[src/design/charge_limit_pkg.sv]
// Purpose: Shared constants and carriers for the charge limit register bank
// Assumes: Command codes, field positions and limits as the charger defines them
// Notes: Limits are kept in mA and mV; codes are derived from them here
package charge_limit_pkg;

  // ==========================================================================
  // Command codes
  localparam logic [7:0] CMD_CHARGE_CURRENT = 8'h14;
  localparam logic [7:0] CMD_CHARGE_VOLTAGE = 8'h15;

  // ==========================================================================
  // Field layout
  localparam int WORD_W = 16;
  localparam int CUR_LSB = 6;
  localparam int CUR_W = 7;
  localparam int VOLT_LSB = 4;
  localparam int VOLT_W = 11;

  // ==========================================================================
  // Legal ranges in physical units, with the codes that follow from them
  localparam int CUR_STEP_MA = 64;
  localparam int CUR_MIN_MA = 128;
  localparam int CUR_MAX_MA = 8128;
  localparam int VOLT_STEP_MV = 16;
  localparam int VOLT_MIN_MV = 1024;
  localparam int VOLT_MAX_MV = 19200;
  localparam logic [CUR_W-1:0] CUR_CODE_MIN = CUR_W'(CUR_MIN_MA / CUR_STEP_MA);
  localparam logic [CUR_W-1:0] CUR_CODE_MAX = CUR_W'(CUR_MAX_MA / CUR_STEP_MA);
  localparam logic [VOLT_W-1:0] VOLT_CODE_MIN = VOLT_W'(VOLT_MIN_MV / VOLT_STEP_MV);
  localparam logic [VOLT_W-1:0] VOLT_CODE_MAX = VOLT_W'(VOLT_MAX_MV / VOLT_STEP_MV);

  // ==========================================================================
  // Reset values and serial framing
  localparam logic [CUR_W-1:0] CUR_CODE_RESET = 7'h00;
  localparam logic [VOLT_W-1:0] VOLT_CODE_RESET = 11'h000;
  localparam logic [3:0] BYTE_BITS = 4'h8;
  localparam logic [2:0] LAST_BIT = 3'h7;
  // Arbitrary default slave address
  localparam logic [6:0] DEV_ADDR_DEFAULT = 7'h09;

  // ==========================================================================
  // Carriers
  typedef struct packed {
    logic scl;
    logic sda;
  } smb_pins_s;

  typedef struct packed {
    logic [CUR_W-1:0] current_code;
    logic [VOLT_W-1:0] voltage_code;
    logic enable;
  } charge_ctrl_s;

endpackage

[src/design/sync2.sv]
// Purpose: Two-stage synchroniser for pin inputs
// Assumes: Inputs are asynchronous to mclk
// Notes: Only the second stage may be read by other logic
`timescale 1ns/1ps
module sync2 #(
  parameter int WIDTH = 2
) (
  input logic mclk,
  input logic resetn,
  input logic [WIDTH-1:0] async_in,
  output logic [WIDTH-1:0] sync_out
);

  logic [WIDTH-1:0] meta_r;

  // Idle bus level is high, so reset to ones
  always_ff @(posedge mclk or negedge resetn) begin
    if (!resetn) begin
      meta_r <= '1;
      sync_out <= '1;
    end else begin
      meta_r <= async_in;
      sync_out <= meta_r;
    end
  end

endmodule

[src/design/charge_limit_registers.sv]
// Purpose: Charge current and charge voltage limit registers behind an SMBus slave
// Assumes: mclk at 50 MHz; SMBus pins are open drain and asynchronous to mclk
// Notes: Write Word and Read Word protocols; the pin limit arrives as a 7-bit code
`timescale 1ns/1ps
module charge_limit_registers #(
  parameter logic [6:0] DEV_ADDR = charge_limit_pkg::DEV_ADDR_DEFAULT
) (
  input logic mclk,
  input logic resetn,
  input charge_limit_pkg::smb_pins_s smb_in,
  output logic sda_out,
  output logic sda_oe,
  input logic [charge_limit_pkg::CUR_W-1:0] current_limit_pin,
  output charge_limit_pkg::charge_ctrl_s charge_ctrl,
  output logic charge_stop
);

  typedef enum logic [3:0] {
    ST_IDLE,
    ST_ADDR,
    ST_ADDR_ACK,
    ST_CMD,
    ST_CMD_ACK,
    ST_WDATA,
    ST_WDATA_ACK,
    ST_RDATA,
    ST_RDATA_ACK
  } smb_state_e;

  // ==========================================================================
  // Helper functions
  function automatic logic cur_valid(input logic [charge_limit_pkg::CUR_W-1:0] code);
    cur_valid = (code >= charge_limit_pkg::CUR_CODE_MIN) && (code <= charge_limit_pkg::CUR_CODE_MAX);
  endfunction

  function automatic logic volt_valid(input logic [charge_limit_pkg::VOLT_W-1:0] code);
    volt_valid = (code >= charge_limit_pkg::VOLT_CODE_MIN) && (code <= charge_limit_pkg::VOLT_CODE_MAX);
  endfunction

  function automatic logic known_cmd(input logic [7:0] cmd);
    known_cmd = (cmd == charge_limit_pkg::CMD_CHARGE_CURRENT) || (cmd == charge_limit_pkg::CMD_CHARGE_VOLTAGE);
  endfunction

  // ==========================================================================
  // Pin synchronisation and bus event detection
  logic [1:0] pins_s;
  logic scl_s;
  logic sda_s;
  logic scl_d_r;
  logic sda_d_r;
  logic scl_rise;
  logic scl_fall;
  logic start_det;
  logic stop_det;

  sync2 #(
    .WIDTH(2)
  ) u_sync (
    .mclk(mclk),
    .resetn(resetn),
    .async_in({smb_in.scl, smb_in.sda}),
    .sync_out(pins_s)
  );

  assign scl_s = pins_s[1];
  assign sda_s = pins_s[0];

  // Delayed copies for edge detection, taken after the synchroniser
  always_ff @(posedge mclk or negedge resetn) begin
    if (!resetn) begin
      scl_d_r <= 1'b1;
      sda_d_r <= 1'b1;
    end else begin
      scl_d_r <= scl_s;
      sda_d_r <= sda_s;
    end
  end

  assign scl_rise = scl_s & ~scl_d_r;
  assign scl_fall = ~scl_s & scl_d_r;
  // Data edges while the clock is high frame a transaction
  assign start_det = scl_s & scl_d_r & sda_d_r & ~sda_s;
  assign stop_det = scl_s & scl_d_r & ~sda_d_r & sda_s;

  // ==========================================================================
  // Stored settings
  logic [charge_limit_pkg::CUR_W-1:0] cur_code_r;
  logic [charge_limit_pkg::VOLT_W-1:0] volt_code_r;

  // ==========================================================================
  // Serial engine
  smb_state_e state_r;
  logic [3:0] bitcnt_r;
  logic [7:0] shift_r;
  logic [7:0] tx_r;
  logic [7:0] cmd_r;
  logic is_read_r;
  logic ack_r;
  logic byte_idx_r;
  logic host_nack_r;
  logic [7:0] wr_low_r;
  logic wr_commit_r;
  logic [charge_limit_pkg::WORD_W-1:0] wr_word_r;
  logic [charge_limit_pkg::WORD_W-1:0] rd_word;

  // Read view: fields in place, every other bit zero
  always_comb begin
    rd_word = '0;
    if (cmd_r == charge_limit_pkg::CMD_CHARGE_CURRENT) begin
      rd_word[charge_limit_pkg::CUR_LSB +: charge_limit_pkg::CUR_W] = cur_code_r;
    end else if (cmd_r == charge_limit_pkg::CMD_CHARGE_VOLTAGE) begin
      rd_word[charge_limit_pkg::VOLT_LSB +: charge_limit_pkg::VOLT_W] = volt_code_r;
    end
  end

  // Byte framing, acknowledge decisions and word assembly
  always_ff @(posedge mclk or negedge resetn) begin
    if (!resetn) begin
      state_r <= ST_IDLE;
      bitcnt_r <= 4'h0;
      shift_r <= 8'h00;
      tx_r <= 8'hFF;
      cmd_r <= 8'h00;
      is_read_r <= 1'b0;
      ack_r <= 1'b0;
      byte_idx_r <= 1'b0;
      host_nack_r <= 1'b0;
      wr_low_r <= 8'h00;
      wr_commit_r <= 1'b0;
      wr_word_r <= 16'h0000;
    end else begin
      wr_commit_r <= 1'b0;
      if (start_det) begin
        // Repeated start keeps the command for a Read Word
        state_r <= ST_ADDR;
        bitcnt_r <= 4'h0;
        ack_r <= 1'b0;
      end else if (stop_det) begin
        state_r <= ST_IDLE;
        ack_r <= 1'b0;
      end else begin
        unique case (state_r)
          ST_IDLE: begin
          end
          ST_ADDR, ST_CMD, ST_WDATA: begin
            if (scl_rise && bitcnt_r != charge_limit_pkg::BYTE_BITS) begin
              shift_r <= {shift_r[6:0], sda_s};
              bitcnt_r <= bitcnt_r + 4'h1;
            end else if (scl_fall && bitcnt_r == charge_limit_pkg::BYTE_BITS) begin
              bitcnt_r <= 4'h0;
              if (state_r == ST_ADDR) begin
                ack_r <= (shift_r[7:1] == DEV_ADDR);
                is_read_r <= shift_r[0];
                state_r <= (shift_r[7:1] == DEV_ADDR) ? ST_ADDR_ACK : ST_IDLE;
              end else if (state_r == ST_CMD) begin
                cmd_r <= shift_r;
                ack_r <= known_cmd(shift_r);
                state_r <= known_cmd(shift_r) ? ST_CMD_ACK : ST_IDLE;
              end else begin
                ack_r <= 1'b1;
                state_r <= ST_WDATA_ACK;
                if (!byte_idx_r) begin
                  wr_low_r <= shift_r;
                end else begin
                  // Low byte first, high byte completes the word
                  wr_word_r <= {shift_r, wr_low_r};
                  wr_commit_r <= 1'b1;
                end
              end
            end
          end
          ST_ADDR_ACK: begin
            if (scl_fall) begin
              ack_r <= 1'b0;
              byte_idx_r <= 1'b0;
              if (is_read_r) begin
                tx_r <= rd_word[7:0];
                state_r <= ST_RDATA;
              end else begin
                state_r <= ST_CMD;
              end
            end
          end
          ST_CMD_ACK: begin
            if (scl_fall) begin
              ack_r <= 1'b0;
              byte_idx_r <= 1'b0;
              state_r <= ST_WDATA;
            end
          end
          ST_WDATA_ACK: begin
            if (scl_fall) begin
              ack_r <= 1'b0;
              // Bytes past the word are refused with a not-acknowledge
              state_r <= byte_idx_r ? ST_IDLE : ST_WDATA;
              byte_idx_r <= 1'b1;
            end
          end
          ST_RDATA: begin
            if (scl_fall) begin
              if (bitcnt_r[2:0] == charge_limit_pkg::LAST_BIT) begin
                bitcnt_r <= 4'h0;
                tx_r <= 8'hFF;
                state_r <= ST_RDATA_ACK;
              end else begin
                bitcnt_r <= bitcnt_r + 4'h1;
                tx_r <= {tx_r[6:0], 1'b1};
              end
            end
          end
          ST_RDATA_ACK: begin
            if (scl_rise) begin
              host_nack_r <= sda_s;
            end else if (scl_fall) begin
              if (host_nack_r || byte_idx_r) begin
                state_r <= ST_IDLE;
              end else begin
                byte_idx_r <= 1'b1;
                tx_r <= rd_word[15:8];
                state_r <= ST_RDATA;
              end
            end
          end
        endcase
      end
    end
  end

  // Open drain: only ever pull low; release while sending a one
  assign sda_out = 1'b0;
  assign sda_oe = ack_r | ((state_r == ST_RDATA) & ~tx_r[7]);

  // ==========================================================================
  // Setting registers; a bad write clears the field and ends charging
  logic [charge_limit_pkg::CUR_W-1:0] wr_cur_code;
  logic [charge_limit_pkg::VOLT_W-1:0] wr_volt_code;

  // Bits outside each field are dropped here
  assign wr_cur_code = wr_word_r[charge_limit_pkg::CUR_LSB +: charge_limit_pkg::CUR_W];
  assign wr_volt_code = wr_word_r[charge_limit_pkg::VOLT_LSB +: charge_limit_pkg::VOLT_W];

  always_ff @(posedge mclk or negedge resetn) begin
    if (!resetn) begin
      cur_code_r <= charge_limit_pkg::CUR_CODE_RESET;
    end else if (wr_commit_r && cmd_r == charge_limit_pkg::CMD_CHARGE_CURRENT) begin
      cur_code_r <= cur_valid(wr_cur_code) ? wr_cur_code : charge_limit_pkg::CUR_CODE_RESET;
    end
  end

  always_ff @(posedge mclk or negedge resetn) begin
    if (!resetn) begin
      volt_code_r <= charge_limit_pkg::VOLT_CODE_RESET;
    end else if (wr_commit_r && cmd_r == charge_limit_pkg::CMD_CHARGE_VOLTAGE) begin
      volt_code_r <= volt_valid(wr_volt_code) ? wr_volt_code : charge_limit_pkg::VOLT_CODE_RESET;
    end
  end

  // One-cycle stop pulse on a rejected write
  always_ff @(posedge mclk or negedge resetn) begin
    if (!resetn) begin
      charge_stop <= 1'b0;
    end else begin
      charge_stop <= wr_commit_r &&
        ((cmd_r == charge_limit_pkg::CMD_CHARGE_CURRENT && !cur_valid(wr_cur_code)) ||
         (cmd_r == charge_limit_pkg::CMD_CHARGE_VOLTAGE && !volt_valid(wr_volt_code)));
    end
  end

  // ==========================================================================
  // Effective limits to the regulation loop
  // The pin code saturates at full scale when the pin sits above its top level,
  // so the register alone then governs
  always_ff @(posedge mclk or negedge resetn) begin
    if (!resetn) begin
      charge_ctrl <= '0;
    end else begin
      charge_ctrl.current_code <= (current_limit_pin < cur_code_r) ? current_limit_pin : cur_code_r;
      charge_ctrl.voltage_code <= volt_code_r;
      // A zero setting in either register means no charging
      charge_ctrl.enable <= (cur_code_r != charge_limit_pkg::CUR_CODE_RESET) &&
        (volt_code_r != charge_limit_pkg::VOLT_CODE_RESET);
    end
  end

endmodule

[config.mk]
export PLATFORM = sky130hd
export DESIGN_NAME = charge_limit_registers
export DESIGN_NICKNAME = d
export VERILOG_FILES = /design/src/design/charge_limit_pkg.sv /design/src/design/sync2.sv /design/src/design/charge_limit_registers.sv
export SDC_FILE = /design/constraint.sdc
export NUM_CORES = 1
export LEC_CHECK = 0
export ABC_CLOCK_PERIOD_IN_PS = 2480
export BUFFER_PORTS_ARGS = -buffer_cell sky130_fd_sc_hd__buf_2
export CORE_MARGIN = 3
export CORE_UTILIZATION = 51
export CTS_BUF_LIST = sky130_fd_sc_hd__clkbuf_8
export CTS_CLUSTER_DIAMETER = 80
export DETAILED_ROUTE_END_ITERATION = 7
export GPL_ROUTABILITY_DRIVEN = 0
export PLACE_DENSITY = 0.7
export SLEW_MARGIN = 15
export SYNTH_ARGS = -nofsm -noshare
export SYNTH_HDL_FRONTEND = slang
export SYNTH_SLANG_ARGS = --single-unit
[constraint.sdc]
create_clock -name mclk -period 2.48 [get_ports mclk]
set_clock_uncertainty 0.1 [all_clocks]
set_input_delay 0.372 -clock mclk [delete_from_list [all_inputs] [get_ports mclk]]
set_output_delay 0.372 -clock mclk [all_outputs]
set_load 0.01 [all_outputs]
# Word level (Yosys, flattened, before mapping)
# Index checks and enable logic that the tools add are counted.
[totals]
mem_count = 0
elab_cells = 183
mem_bits_ro = 0
mem_bits_rw = 0
out_inout_bits = 22
register_bits = 104
latch_bits = 0
in_bits = 11
[classes]
mux = 62
n_eq_ne = 37
n_lt_le_gt_ge = 5
bitwise_logic = 20
addsub = 1
n_mul = 0
n_shift = 0
n_div = 0
reduce_logical = 36
[op_table]
columns = ["operator", "n"]
rows = [
  ["two-way mux 4 bit", 17],
  ["two-way mux 8 bit", 7],
  ["inequality test 4 bit (second input constant)", 11],
  ["== test 8 x 5 -> 1 bit (second input constant)", 4],
  ["one-hot mux 4 bit (6 select lines)", 1],
  ["one-hot mux 8 bit (3 select lines)", 1],
  ["AND reduction 8 bit", 3],
  ["two-way mux 11 bit", 2],
  ["two-way mux 7 bit", 3],
  ["two-way mux 1 bit", 19],
  ["two-way mux 3 bit", 6],
  ["== test 4 x 3 -> 1 bit (second input constant)", 4],
  ["inequality test 2 bit (second input constant)", 8],
  ["AND reduction 4 bit", 4],
  ["greater-or-equal comparator 11 x 7 -> 1 bit (second input constant)", 1],
  ["less-or-equal comparator 11 bit (second input constant)", 1],
  ["inverter 1 bit", 11],
  ["nonzero test 11 bit", 1],
  ["logical AND 1 bit", 10],
  ["AND reduction 10 bit", 1],
  ["AND reduction 9 bit", 1],
  ["nonzero test 3 bit", 3],
  ["bitwise AND 1 bit", 8],
  ["== test 4 x 2 -> 1 bit (second input constant)", 2],
  ["other kinds (25)", 32],
]

# Logic depth before layout (Yosys ltp)
# Gate-level depths: netlist (run 1).
[depth]
word_depth = 10
depth_mapped = 8
depth_no_buf = 7

# By module
# Synthesis (run 1) repeated with hierarchy kept, for this count alone.
[unflattened]
hier_cells = 462
hier_area_um2 = 4887.2
[by_module_without_submodules]
columns = ["mod", "cells_each", "instances", "seq_area_each_um2", "area_per_inst_um2"]
rows = [
  ["charge_limit_registers", 458, 1, 2314.7, 4782.1],
  ["sync2", 4, 1, 105.1, 105.1],
]

# Worst setup path after synthesis (run 1)
# No wires, ideal clock.
[synth_timing]
path_type = "reg-to-reg"
from = "register wr_word_r[4] (netlist name)"
to = "register charge_stop"
arrival_time_ps = 1823
path_stages_with_launch = 6
t_required_ps = 2258
path_buffers = 0
setup_ps = 122
path_slack_ps = 435
period_less_slack_ps = 2045
path_cell_list = "dfrtp_1 -> or4_1 -> a31o_1 -> a211o_1 -> a22o_2 -> a32o_1"
[synth_via]
elab_chain_len = 6
elab_cells_between_ends = 7
cone_classes = "order compare: 2; reduce/logical: 5"
[synth_lines]
columns = ["element", "line_no", "text"]
rows = [
  ["start, declared", "charge_limit_registers.sv:103", "logic [charge_limit_pkg::WORD_W-1:0] wr_word_r;"],
  ["start signal, assigned", "charge_limit_registers.sv:166", "wr_word_r <= {shift_r, wr_low_r};"],
  ["greater-or-equal comparator 11 x 7 -> 1 bit or less-or-equal comparator 11 bit (tied branches)", "charge_limit_registers.sv:37", "volt_valid = (code >= charge_limit_pkg::VOLT_CODE_MIN) && (code <= charge_limit_pkg::VOLT_CODE_MAX);"],
  ["logical AND 1 bit (*)", "charge_limit_registers.sv:37", ""],
  ["logical NOT 1 bit (*)", "charge_limit_registers.sv:265", "(cmd_r == charge_limit_pkg::CMD_CHARGE_VOLTAGE && !volt_valid(wr_volt_code)));"],
  ["logical AND 1 bit (*)", "charge_limit_registers.sv:265", ""],
  ["logical OR 1 bit (*)", "charge_limit_registers.sv:264", "((cmd_r == charge_limit_pkg::CMD_CHARGE_CURRENT && !cur_valid(wr_cur_code)) ||"],
  ["logical AND 1 bit (*)", "charge_limit_registers.sv:263", "charge_stop <= wr_commit_r &&"],
  ["end signal, assigned", "charge_limit_registers.sv:263", ""],
  ["end, declared", "charge_limit_registers.sv:15", "output logic charge_stop"],
]
# Every way passes the cells marked *; elsewhere a longest branch is shown, timed or not.
# A chain may end at the register's enable or synchronous reset.

# Final worst setup path (run 1)
[layout_timing]
from = "register state_r[3]"
to = "register state_r[0]"
[layout_via]
elab_chain_len = 8
elab_cells_between_ends = 27
cone_classes = "eq/ne: 17; mux: 7; reduce/logical: 3"
[layout_lines]
columns = ["element", "line_no", "text"]
rows = [
  ["start, declared", "charge_limit_registers.sv:92", "smb_state_e state_r;"],
  ["start signal, assigned", "charge_limit_registers.sv:154", "state_r <= (shift_r[7:1] == DEV_ADDR) ? ST_ADDR_ACK : ST_IDLE;"],
  ["start signal, assigned", "charge_limit_registers.sv:158", "state_r <= known_cmd(shift_r) ? ST_CMD_ACK : ST_IDLE;"],
  ["start signal, assigned", "charge_limit_registers.sv:195", "state_r <= byte_idx_r ? ST_IDLE : ST_WDATA;"],
  ["== test 4 x 2 -> 1 bit", "charge_limit_registers.sv:142, charge_limit_registers.sv:155", ""],
  ["two-way mux 3 bit", "charge_limit_registers.sv:155", "end else if (state_r == ST_CMD) begin"],
  ["two-way mux 3 bit", "charge_limit_registers.sv:151", "if (state_r == ST_ADDR) begin"],
  ["two-way mux 4 bit", "charge_limit_registers.sv:149", "end else if (scl_fall && bitcnt_r == charge_limit_pkg::BYTE_BITS) begin"],
  ["two-way mux 4 bit", "charge_limit_registers.sv:146", "if (scl_rise && bitcnt_r != charge_limit_pkg::BYTE_BITS) begin"],
  ["one-hot mux 4 bit (6 select lines)", "charge_limit_registers.sv:142", "unique case (state_r)"],
  ["two-way mux 4 bit", "charge_limit_registers.sv:138", "end else if (stop_det) begin"],
  ["two-way mux 4 bit", "charge_limit_registers.sv:133", "if (start_det) begin"],
]
# Parallel ways exist; a longest one is shown, timed or not. The select of a mux whose other input is x is not followed.

==> out/results.txt, run 1 <==
Status - finished, final reports clean
Setup slack after layout - 230.9 ps
Max-Cap Viols - 0
Die area - 10430 sq um
Min cycle time layout - 2249 ps
Power density over cell area - 708.7 nW/um^2
Worst setup path startpoint - state_r[3]
Data arrival, critical path - 2390 ps
N_diodes - 0
Worst slew pin tran - 513.3 ps
Finished Layout Cells - 602
Area Growth Syn to Fin - 10.92%
Cells after DPL - 583
Gate power share - 24.5%
Avg Inst Size Synth - 10.42 sq um
Int Pwr - 2.498 mW
Slew Viols, Final - 0
Max Root-Sink Buffers - 2
Rel. slew slack - 65.78%
Total Negative Setup Slacks - 0 ps
Initial antenna violation count - 0
Largest net degree at the start of global routing - 42
Fin Hold WS - 213.7 ps
Async SR Flop Fraction - 100.0%
LEAKAGE - 2.463 nW
Tcrit/Tclk final - 90.69%
CP Launch Type - flop
CORE AREA - 8848 sq um
CTS sink cnt - 96
H-Tree Depth - 3
Worst R2R Setup Slack - 230 ps
Cell Area, Placed - 5027 sq um
Unrepaired setup endpoints after global routing - no
CTS tree - done
Top cells by area, synth - dfrtp_1, mux2_2, dfstp_2, nand2_1, o21ai_0
Final hold violations - 0
IO buf count - 31
Global-route wire length before repair - 16910 um
# rows - 34
Clock power frac - 24.3%
Register Area - 2420 sq um
Area of the multi-input gates - 2152 sq um
Fmax - 444.6 MHz
Final instance area - 5225 sq um
Setup crit end kind - flop
Post-Syn Instances - 452
Cell accounting for the most synthesized area - dfrtp_1
Via density - 5.899
Yosys warnings - 0
Drt initial violations - 277
Post-layout total power - 3.703 mW
Clk pin slew, worst setup/hold paths - 90 ps
DR vias - 3551
Sequential fraction of the synthesis area - 51.37%
Hold path start - current_limit_pin[2]
Clk root buf - clkbuf_8
CTS Buf Count - 9
Die extent in y - 102.1 um
Max VDD drop - 397.7 uV
Total gr overflow - 0
Layout Nets - 509
Post-CTS Setup Inserts - 0
Critical Path Fanout Max - 16
Placed wire-length estimate - 7248 um
Synthesized cell area - 4711 sq um
CP required - 2620 ps
Worst min path class - in2reg
Number of synthesized flops with an enable pin - 0
Fillcell total - 754
Later-pin clock latency in the skew report - 350 ps
DRC - 0
Wire per inst - 16.80 um
Final ANT Viol Nets - 0
Final setup fails - 0
Dpl ws - 291.0 ps
Syn Nets - 472
Commonest non-fill, non-tap cell in the layout - dfrtp_1
Most frequent cells in the layout - dfrtp_1, nand2_1, mux2_2, o21ai_0, buf_2
P_sw - 1.205 mW
Sequential power share - 51.2%
Sw frac - 32.54%
Post-synth cell types - 64
Final Util - 59.05%
Vias in the first global route - 3402
Synth top area share - 43.56%
Total I/O pin count - 33
Wirelength, routed - 10110 um
Initial DRT Pass Iterations - 5
Reg2Reg Launch Point - state_r[3]
CP Class - reg2reg
Initial Util - 53.24%
Primary FF master, synth - dfrtp_1
Yosys reg bits - 96
GR Util All Layers - 20.52%
Die width - 102.1 um
Share of cells above drive strength 1 - 24.90%
==> cell type report <==
| type | instances | area share, % |
|---|---|---|
| clock buffer | 10 | 2.634 |
| inverter | 14 | 1.006 |
| timing repair buffer | 47 | 5.699 |
| multi-input combinational | 321 | 41.19 |
| tap | 108 | 2.586 |
| sequential | 96 | 46.31 |
| clock inverter | 6 | 0.5747 |
==> path summary, 6_finish.rpt <==
check,to,cells after the start
max in group asynchronous,scl_d_r,3
min in group asynchronous,charge_ctrl[13],2
max reg2reg,state_r[0],5
min reg2reg,u_sync.sync_out[1],0
min,charge_ctrl[14],3
max,state_r[0],5
==> power groups by stage <==
stage	combinational, mW	clock (mW)	sequential [mW]
finish	0.908	0.900	1.89
global route	1.00	0.984	1.92
CTS	0.902	0.917	1.89
detailed placement	0.893	0	1.92
global placement	0.878	0	1.92
floorplan	0.724	0	1.82
==> state kept, by name, summed over array words and instances, names as in the netlist, 2 cells and up <==
register	flops
state_r	4
wr_low_r	4
shift_r	8
u_sync.sync_out	2
bitcnt_r	4
tx_r	8
cmd_r	8
charge_ctrl	19
volt_code_r	11
u_sync.meta_r	2
wr_word_r	11
cur_code_r	7
==> cells by family (layout without fill, tap and decap cells) <==
kind of cell    Yosys count  in the layout  share of synthesized area, %
compound gates           95             95                         13.60
xor+xnor                  2              2                        0.3719
fa+ha+maj                 9              9                         2.390
buf+inv                  35             77                         3.054
flops                    96             96                         51.37
mux                      45             45                         10.65
other cells               1              1                       0.07960
simple gates            169            169                         18.49
==> what timing repair did <==
| action | 4_1_cts | 5_1_grt |
|---|---|---|
| gates resized for setup | 0 | 0 |
| hold buffers | 3 | 0 |
| hold endpoints to repair | 40 | 0 |
| setup endpoints to repair | 0 | 0 |
==> synth_stat cells, types with 4 or more instances <==
cell type and number:
ha_1 9, nand3_1 21, inv_1 14, nor4_1 5, mux2_2 41, buf_2 7
nand2b_1 6, a21oi_1 8, nor2_1 13, dfstp_2 14, nor2b_1 10, dfrtp_1 82
a221oi_1 7, mux2i_1 4, o211ai_1 5, o21ai_0 30, nor3_1 18, and3_1 12
clkbuf_1 11, nand2_1 61, a21o_1 12
==> routing by layer <==
| layer | vias up | track usage [%] | wire length, um |
|---|---|---|---|
| met1 | 1740 | 29.51 | 4925 |
| met2 | 91 | 31.93 | 4566 |
| met4 | 0 | 7.164 | 163 |
| met3 | 16 | 3.003 | 455 |
| li1 | 1704 | - | - |
| met5 | - | 0 | 0 |
==> critical path: stages, from the launching register on <==
cell	delay [ps]
dfrtp_1	660
inv_1	250
nor3_1	370
or2_2	170
a31o_2	220
mux2_2	350
Power figures use the tool's default switching activity.
==> run 2, diff against run 1 <==
--- a/config.mk
+++ b/config.mk
@@ -7,13 +7,15 @@
 export LEC_CHECK = 0
 export ABC_CLOCK_PERIOD_IN_PS = 2480
 export BUFFER_PORTS_ARGS = -buffer_cell sky130_fd_sc_hd__buf_2
+export CELL_PAD_IN_SITES_DETAIL_PLACEMENT = 1
+export CELL_PAD_IN_SITES_GLOBAL_PLACEMENT = 1
 export CORE_MARGIN = 3
-export CORE_UTILIZATION = 51
+export CORE_UTILIZATION = 50
 export CTS_BUF_LIST = sky130_fd_sc_hd__clkbuf_8
 export CTS_CLUSTER_DIAMETER = 80
 export DETAILED_ROUTE_END_ITERATION = 7
 export GPL_ROUTABILITY_DRIVEN = 0
-export PLACE_DENSITY = 0.7
+export PLACE_DENSITY = 0.84
 export SLEW_MARGIN = 15
 export SYNTH_ARGS = -nofsm -noshare
 export SYNTH_HDL_FRONTEND = slang
==> out/results.txt, run 2 (synthesis gave the netlist of run 1 again) <==
Slowest stage delay, CP - 440 ps
Finished Layout Cells - 603
Die extent in y - 103.1 um
Clk root buf - clkbuf_8
Status - finished, final reports clean
Min cycle time layout - 2346 ps
Die area - 10620 sq um
CP Launch Type - flop
Initial DRT Pass Iterations - 4
IO buf count - 31
Share of cells above drive strength 1 - 25.45%
Most frequent cells in the layout - dfrtp_1, nand2_1, mux2_2, o21ai_0, buf_2
Setup crit end kind - flop
DR vias - 3648
CP bufs+invs - 2
Sw frac - 34.43%
Final hold violations - 0
Total I/O pin count - 33
Initial Util - 52.73%
Worst R2R Setup Slack - 130 ps
Worst min path class - in2reg
Via density - 6.050
Placed wire-length estimate - 8651 um
# rows - 34
Initial antenna violation count - 0
Max-Cap Viols - 0
Area of the multi-input gates - 2155 sq um
Wire per inst - 19.77 um
GR Util All Layers - 24.18%
Worst hold endpoint - charge_ctrl[15]
Post-CTS Setup Inserts - 0
Max reg flops - 19
RR Endpoint - wr_word_r[14]
CP max-delay cell - dfrtp_1
Critical path's top delay family - simple AND/OR/NAND/NOR gates
Unrepaired setup endpoints after global routing - no
Die width - 103.1 um
CTS tree - done
Hold path start - current_limit_pin[3]
CORE AREA - 8934 sq um
Clk pin slew, worst setup/hold paths - 110 ps
Max Root-Sink Buffers - 2
Fillcell total - 970
Cells after DPL - 584
Final Util - 58.67%
CTS sink cnt - 96
Power density over cell area - 726.9 nW/um^2
Vias in the first global route - 3772
Global-route wire length before repair - 19730 um
Wirelength, routed - 11920 um
Total Negative Setup Slacks - 0 ps
DRC - 0
P_sw - 1.312 mW
Final setup fails - 0
Top Registers - charge_ctrl (19), volt_code_r (11), wr_word_r (11)
Reg2Reg Depth - 8
Reg2Reg Launch Point - bitcnt_r[0]
N_diodes - 0
Final ANT Viol Nets - 0
Int Pwr - 2.498 mW
Cell breakdown of the critical path - inv_1 -> ha_1 -> nand3b_1 -> nor2_1 -> nand2_1 -> nor4b_2 -> buf_4 -> mux2_2
Later-pin clock latency in the skew report - 380 ps
Commonest non-fill, non-tap cell in the layout - dfrtp_1
Tcrit/Tclk final - 94.60%
Register Area - 2420 sq um
Area Growth Syn to Fin - 11.26%
Largest net degree at the start of global routing - 46
Layout Nets - 510
Drt initial violations - 295
Max VDD drop - 422.8 uV
Slew Viols, Final - 0
Data arrival, critical path - 2500 ps
H-Tree Depth - 3
Hold path cells - 3
Fmax - 426.3 MHz
Gate power share - 24.4%
CP Class - reg2reg
CP required - 2640 ps
CTS Buf Count - 9
Clock power frac - 25.0%
Sequential power share - 50.6%
Worst slew pin tran - 657.1 ps
Fin Hold WS - 205.1 ps
Critical Path Fanout Max - 12
Rel. slew slack - 56.10%
Largest Register - charge_ctrl
LEAKAGE - 2.460 nW
Total gr overflow - 0
-- run 2: cell types whose count changed in the layout (fill, tap and decap cells not counted), sizes merged --
cell      previous run  this run
inv                 16        15
clkinvlp             1         3
clkinv               3         2
buf                 44        45
-- run 2: per-layer routing --
| layer | track usage, % | routed length, um | vias to the layer above | share of wire [%] |
|---|---|---|---|---|
| met4 | 8.765 | 185 | 0 | 1.6 |
| met2 | 37.84 | 5691 | 90 | 48 |
| met5 | 0 | 0 | - | 0 |
| met1 | 34.44 | 5606 | 1836 | 47 |
| met3 | 3.383 | 441 | 17 | 3.7 |
| li1 | - | - | 1705 | - |
-- run 2: worst max-delay path by stage --
stage | startpoint | to | slack (ps) | cells after the start
after floorplan | wr_word_r[4] | charge_stop | 440 | 5
final | bitcnt_r[0] | wr_word_r[14] | 130 | 8
after global routing | bitcnt_r[0] | wr_word_r[4] | 10 | 8
after global placement | shift_r[6] | ack_r | 320 | 5
after detailed placement | bitcnt_r[0] | cmd_r[0] | 180 | 6
after CTS | bitcnt_r[0] | cmd_r[0] | 140 | 6
-- run 2: metrics by stage --
step	area (sq um)	total power, mW	worst slack, ps
final	5241	3.810	134.0
after global routing	5241	4.019	10.89
after CTS	5239	3.807	136.7
after detailed placement	5035	2.863	180.6
after global placement	5035	2.812	320.2
after floorplan	4711	2.549	435.2
-- run 2: power by group through the flow --
stage,clock (mW),combinational (mW),sequential [mW]
floorplan,0,0.724,1.82
global placement,0,0.872,1.94
detailed placement,0,0.908,1.95
CTS,0.960,0.923,1.92
global route,1.04,1.03,1.96
finish,0.951,0.929,1.93
-- run 2: worst register-to-register path: stages (launching register included) --
cell,delay [ps]
dfrtp_1,440
inv_1,80
ha_1,160
nand3b_1,250
nor2_1,200
nand2_1,100
nor4b_2,270
buf_4,260
mux2_2,360
-- run 2: timing repair --
item                                    4_1_cts  5_1_grt
gates resized for setup                       0        1
hold buffers                                  3        0
hold endpoints to repair                     36        0
endpoints found under the setup margin        0        3
-- run 2: cell type report --
| type | instances | area share [%] |
|---|---|---|
| multi-input combinational | 321 | 41.11 |
| clock buffer | 10 | 2.626 |
| sequential | 96 | 46.17 |
| timing repair buffer | 48 | 5.825 |
| tap | 108 | 2.578 |
| clock inverter | 6 | 0.6923 |
| inverter | 14 | 1.003 |
==> run 3, diff against run 2 <==
--- a/config.mk
+++ b/config.mk
@@ -9,6 +9,7 @@
 export BUFFER_PORTS_ARGS = -buffer_cell sky130_fd_sc_hd__buf_2
 export CELL_PAD_IN_SITES_DETAIL_PLACEMENT = 1
 export CELL_PAD_IN_SITES_GLOBAL_PLACEMENT = 1
+export CORE_ASPECT_RATIO = 1.75
 export CORE_MARGIN = 3
 export CORE_UTILIZATION = 50
 export CTS_BUF_LIST = sky130_fd_sc_hd__clkbuf_8
==> out/results.txt, run 3 (synthesis gave the netlist of run 1 again) <==
Status - finished, final reports clean
CP Class - reg2out
Final hold violations - 0
Largest Register - charge_ctrl
CTS Buf Count - 9
Fmax - 431.3 MHz
DR vias - 3697
Vias in the first global route - 4048
Tcrit/Tclk final - 93.48%
Total I/O pin count - 33
CTS sink cnt - 96
Total gr overflow - 0
Die width - 79.38 um
Slew Viols, Final - 0
Layout Nets - 511
Area of the multi-input gates - 2152 sq um
Wire per inst - 19.76 um
GR peak layer - met2
Critical Path Fanout Max - 18
Initial Util - 51.48%
CP required - 2010 ps
Later-pin clock latency in the skew report - 370 ps
Fillcell total - 1016
N_diodes - 0
Met3 global-route usage - 3.831%
Unrepaired setup endpoints after global routing - no
Total Negative Setup Slacks - 0 ps
Die area - 10670 sq um
Dpl ws - 213.3 ps
Worst hold endpoint - charge_ctrl[12]
Drt initial violations - 160
RR Endpoint - tx_r[7]
Wirelength, routed - 12170 um
Via density - 6.002
Clk pin slew, worst setup/hold paths - 90 ps
Data arrival, critical path - 1850 ps
Worst R2R Setup Slack - 200 ps
CP max-delay cell - dfrtp_1
Register Area - 2420 sq um
Most frequent cells in the layout - dfrtp_1, nand2_1, mux2_2, o21ai_0, buf_2
Share of cells above drive strength 1 - 25.60%
CTS tree - done
Grt met1 use - 24.15%
Power density over cell area - 739.1 nW/um^2
Worst slew pin tran - 508.1 ps
Final setup fails - 0
Commonest non-fill, non-tap cell in the layout - dfrtp_1
Initial antenna violation count - 0
CP bufs+invs - 1
Clk root buf - clkbuf_8
DRC - 0
Max VDD drop - 459.3 uV
Hold path start - current_limit_pin[0]
Max-Cap Viols - 0
Area Growth Syn to Fin - 12.56%
Post-CTS Setup Inserts - 0
GRT met2 Usage - 46.67%
IO buf count - 31
Die extent in y - 134.4 um
Setup slack after layout - 161.7 ps
H-Tree Depth - 3
Global-route wire length before repair - 20010 um
Max reg flops - 19
Max Root-Sink Buffers - 2
Largest net degree at the start of global routing - 49
Top Registers - charge_ctrl (19), volt_code_r (11), wr_word_r (11)
CORE AREA - 9151 sq um
Worst setup path startpoint - state_r[2]
Initial DRT Pass Iterations - 4
Reg2Reg Launch Point - state_r[0]
Slowest stage delay, CP - 670 ps
Reg2Reg Depth - 5
Final ANT Viol Nets - 0
Cell breakdown of the critical path - nand4b_1 -> o21bai_1 -> buf_2
GR Util All Layers - 24.61%
LEAKAGE - 2.489 nW
Critical path's top delay family - flip-flops
Hold path cells - 3
# rows - 46
Placed wire-length estimate - 9379 um
Rel. slew slack - 65.65%
Worst min path class - in2reg
CP Launch Type - flop
Min cycle time layout - 2318 ps
Setup crit end kind - output pin
-- run 3: routing by layer --
metal | part of all wire, % | routed length, um
met1 | 36 | 4353
met2 | 56 | 6857
met3 | 2.8 | 336
met4 | 5.1 | 622
met5 | 0 | 0
-- run 3: worst reg2reg max path, delay by kind of cell (launching register included) --
| family | cells | cell delay (ps) |
|---|---|---|
| flops | 1 | 580 |
| compound gates | 2 | 490 |
| mux | 1 | 400 |
| simple gates | 2 | 640 |
-- run 3: report_power, final --
part | switching (mW) | internal [mW] | total (mW)
clock network | 0.560 | 0.530 | 1.09
logic | 0.485 | 0.405 | 0.890
registers | 0.237 | 1.70 | 1.94
total | 1.28 | 2.64 | 3.92
-- run 3: final cells by class --
type	count	area share (%)
Clock buffer	11	2.855
Clock inverter	5	1.203
Inverter	14	0.9910
Multi-Input combinational cell	321	40.59
Sequential cell	96	45.63
Tap cell	120	2.832
Timing Repair Buffer	49	5.899
-- run 3: metrics by stage --
stage	area (sq um)	power, mW	hold WS (ps)	std cells	util [%]
floorplan	4711	2.549	-23.59	452	-
global placement	5057	2.805	190.0	597	55.26
detailed placement	5057	2.858	200.5	597	55.26
CTS	5303	3.945	197.5	616	57.94
global route	5303	4.137	206.9	616	57.94
finish	5303	3.919	201.7	616	57.94
-- run 3: how the worst max path moves through the flow --
stage / end / slack, ps / cells after the start
floorplan: charge_stop / 440 / 5
global placement: tx_r[7] / 340 / 5
detailed placement: tx_r[7] / 210 / 5
CTS: sda_oe / 170 / 3
global route: sda_oe / 3 / 3
finish: sda_oe / 160 / 3
-- run 3: timing repair --
item	in CTS	in global routing
gates resized for setup	0	0
setup endpoints to repair	0	0
hold endpoints to repair	26	0
hold buffers	3	0
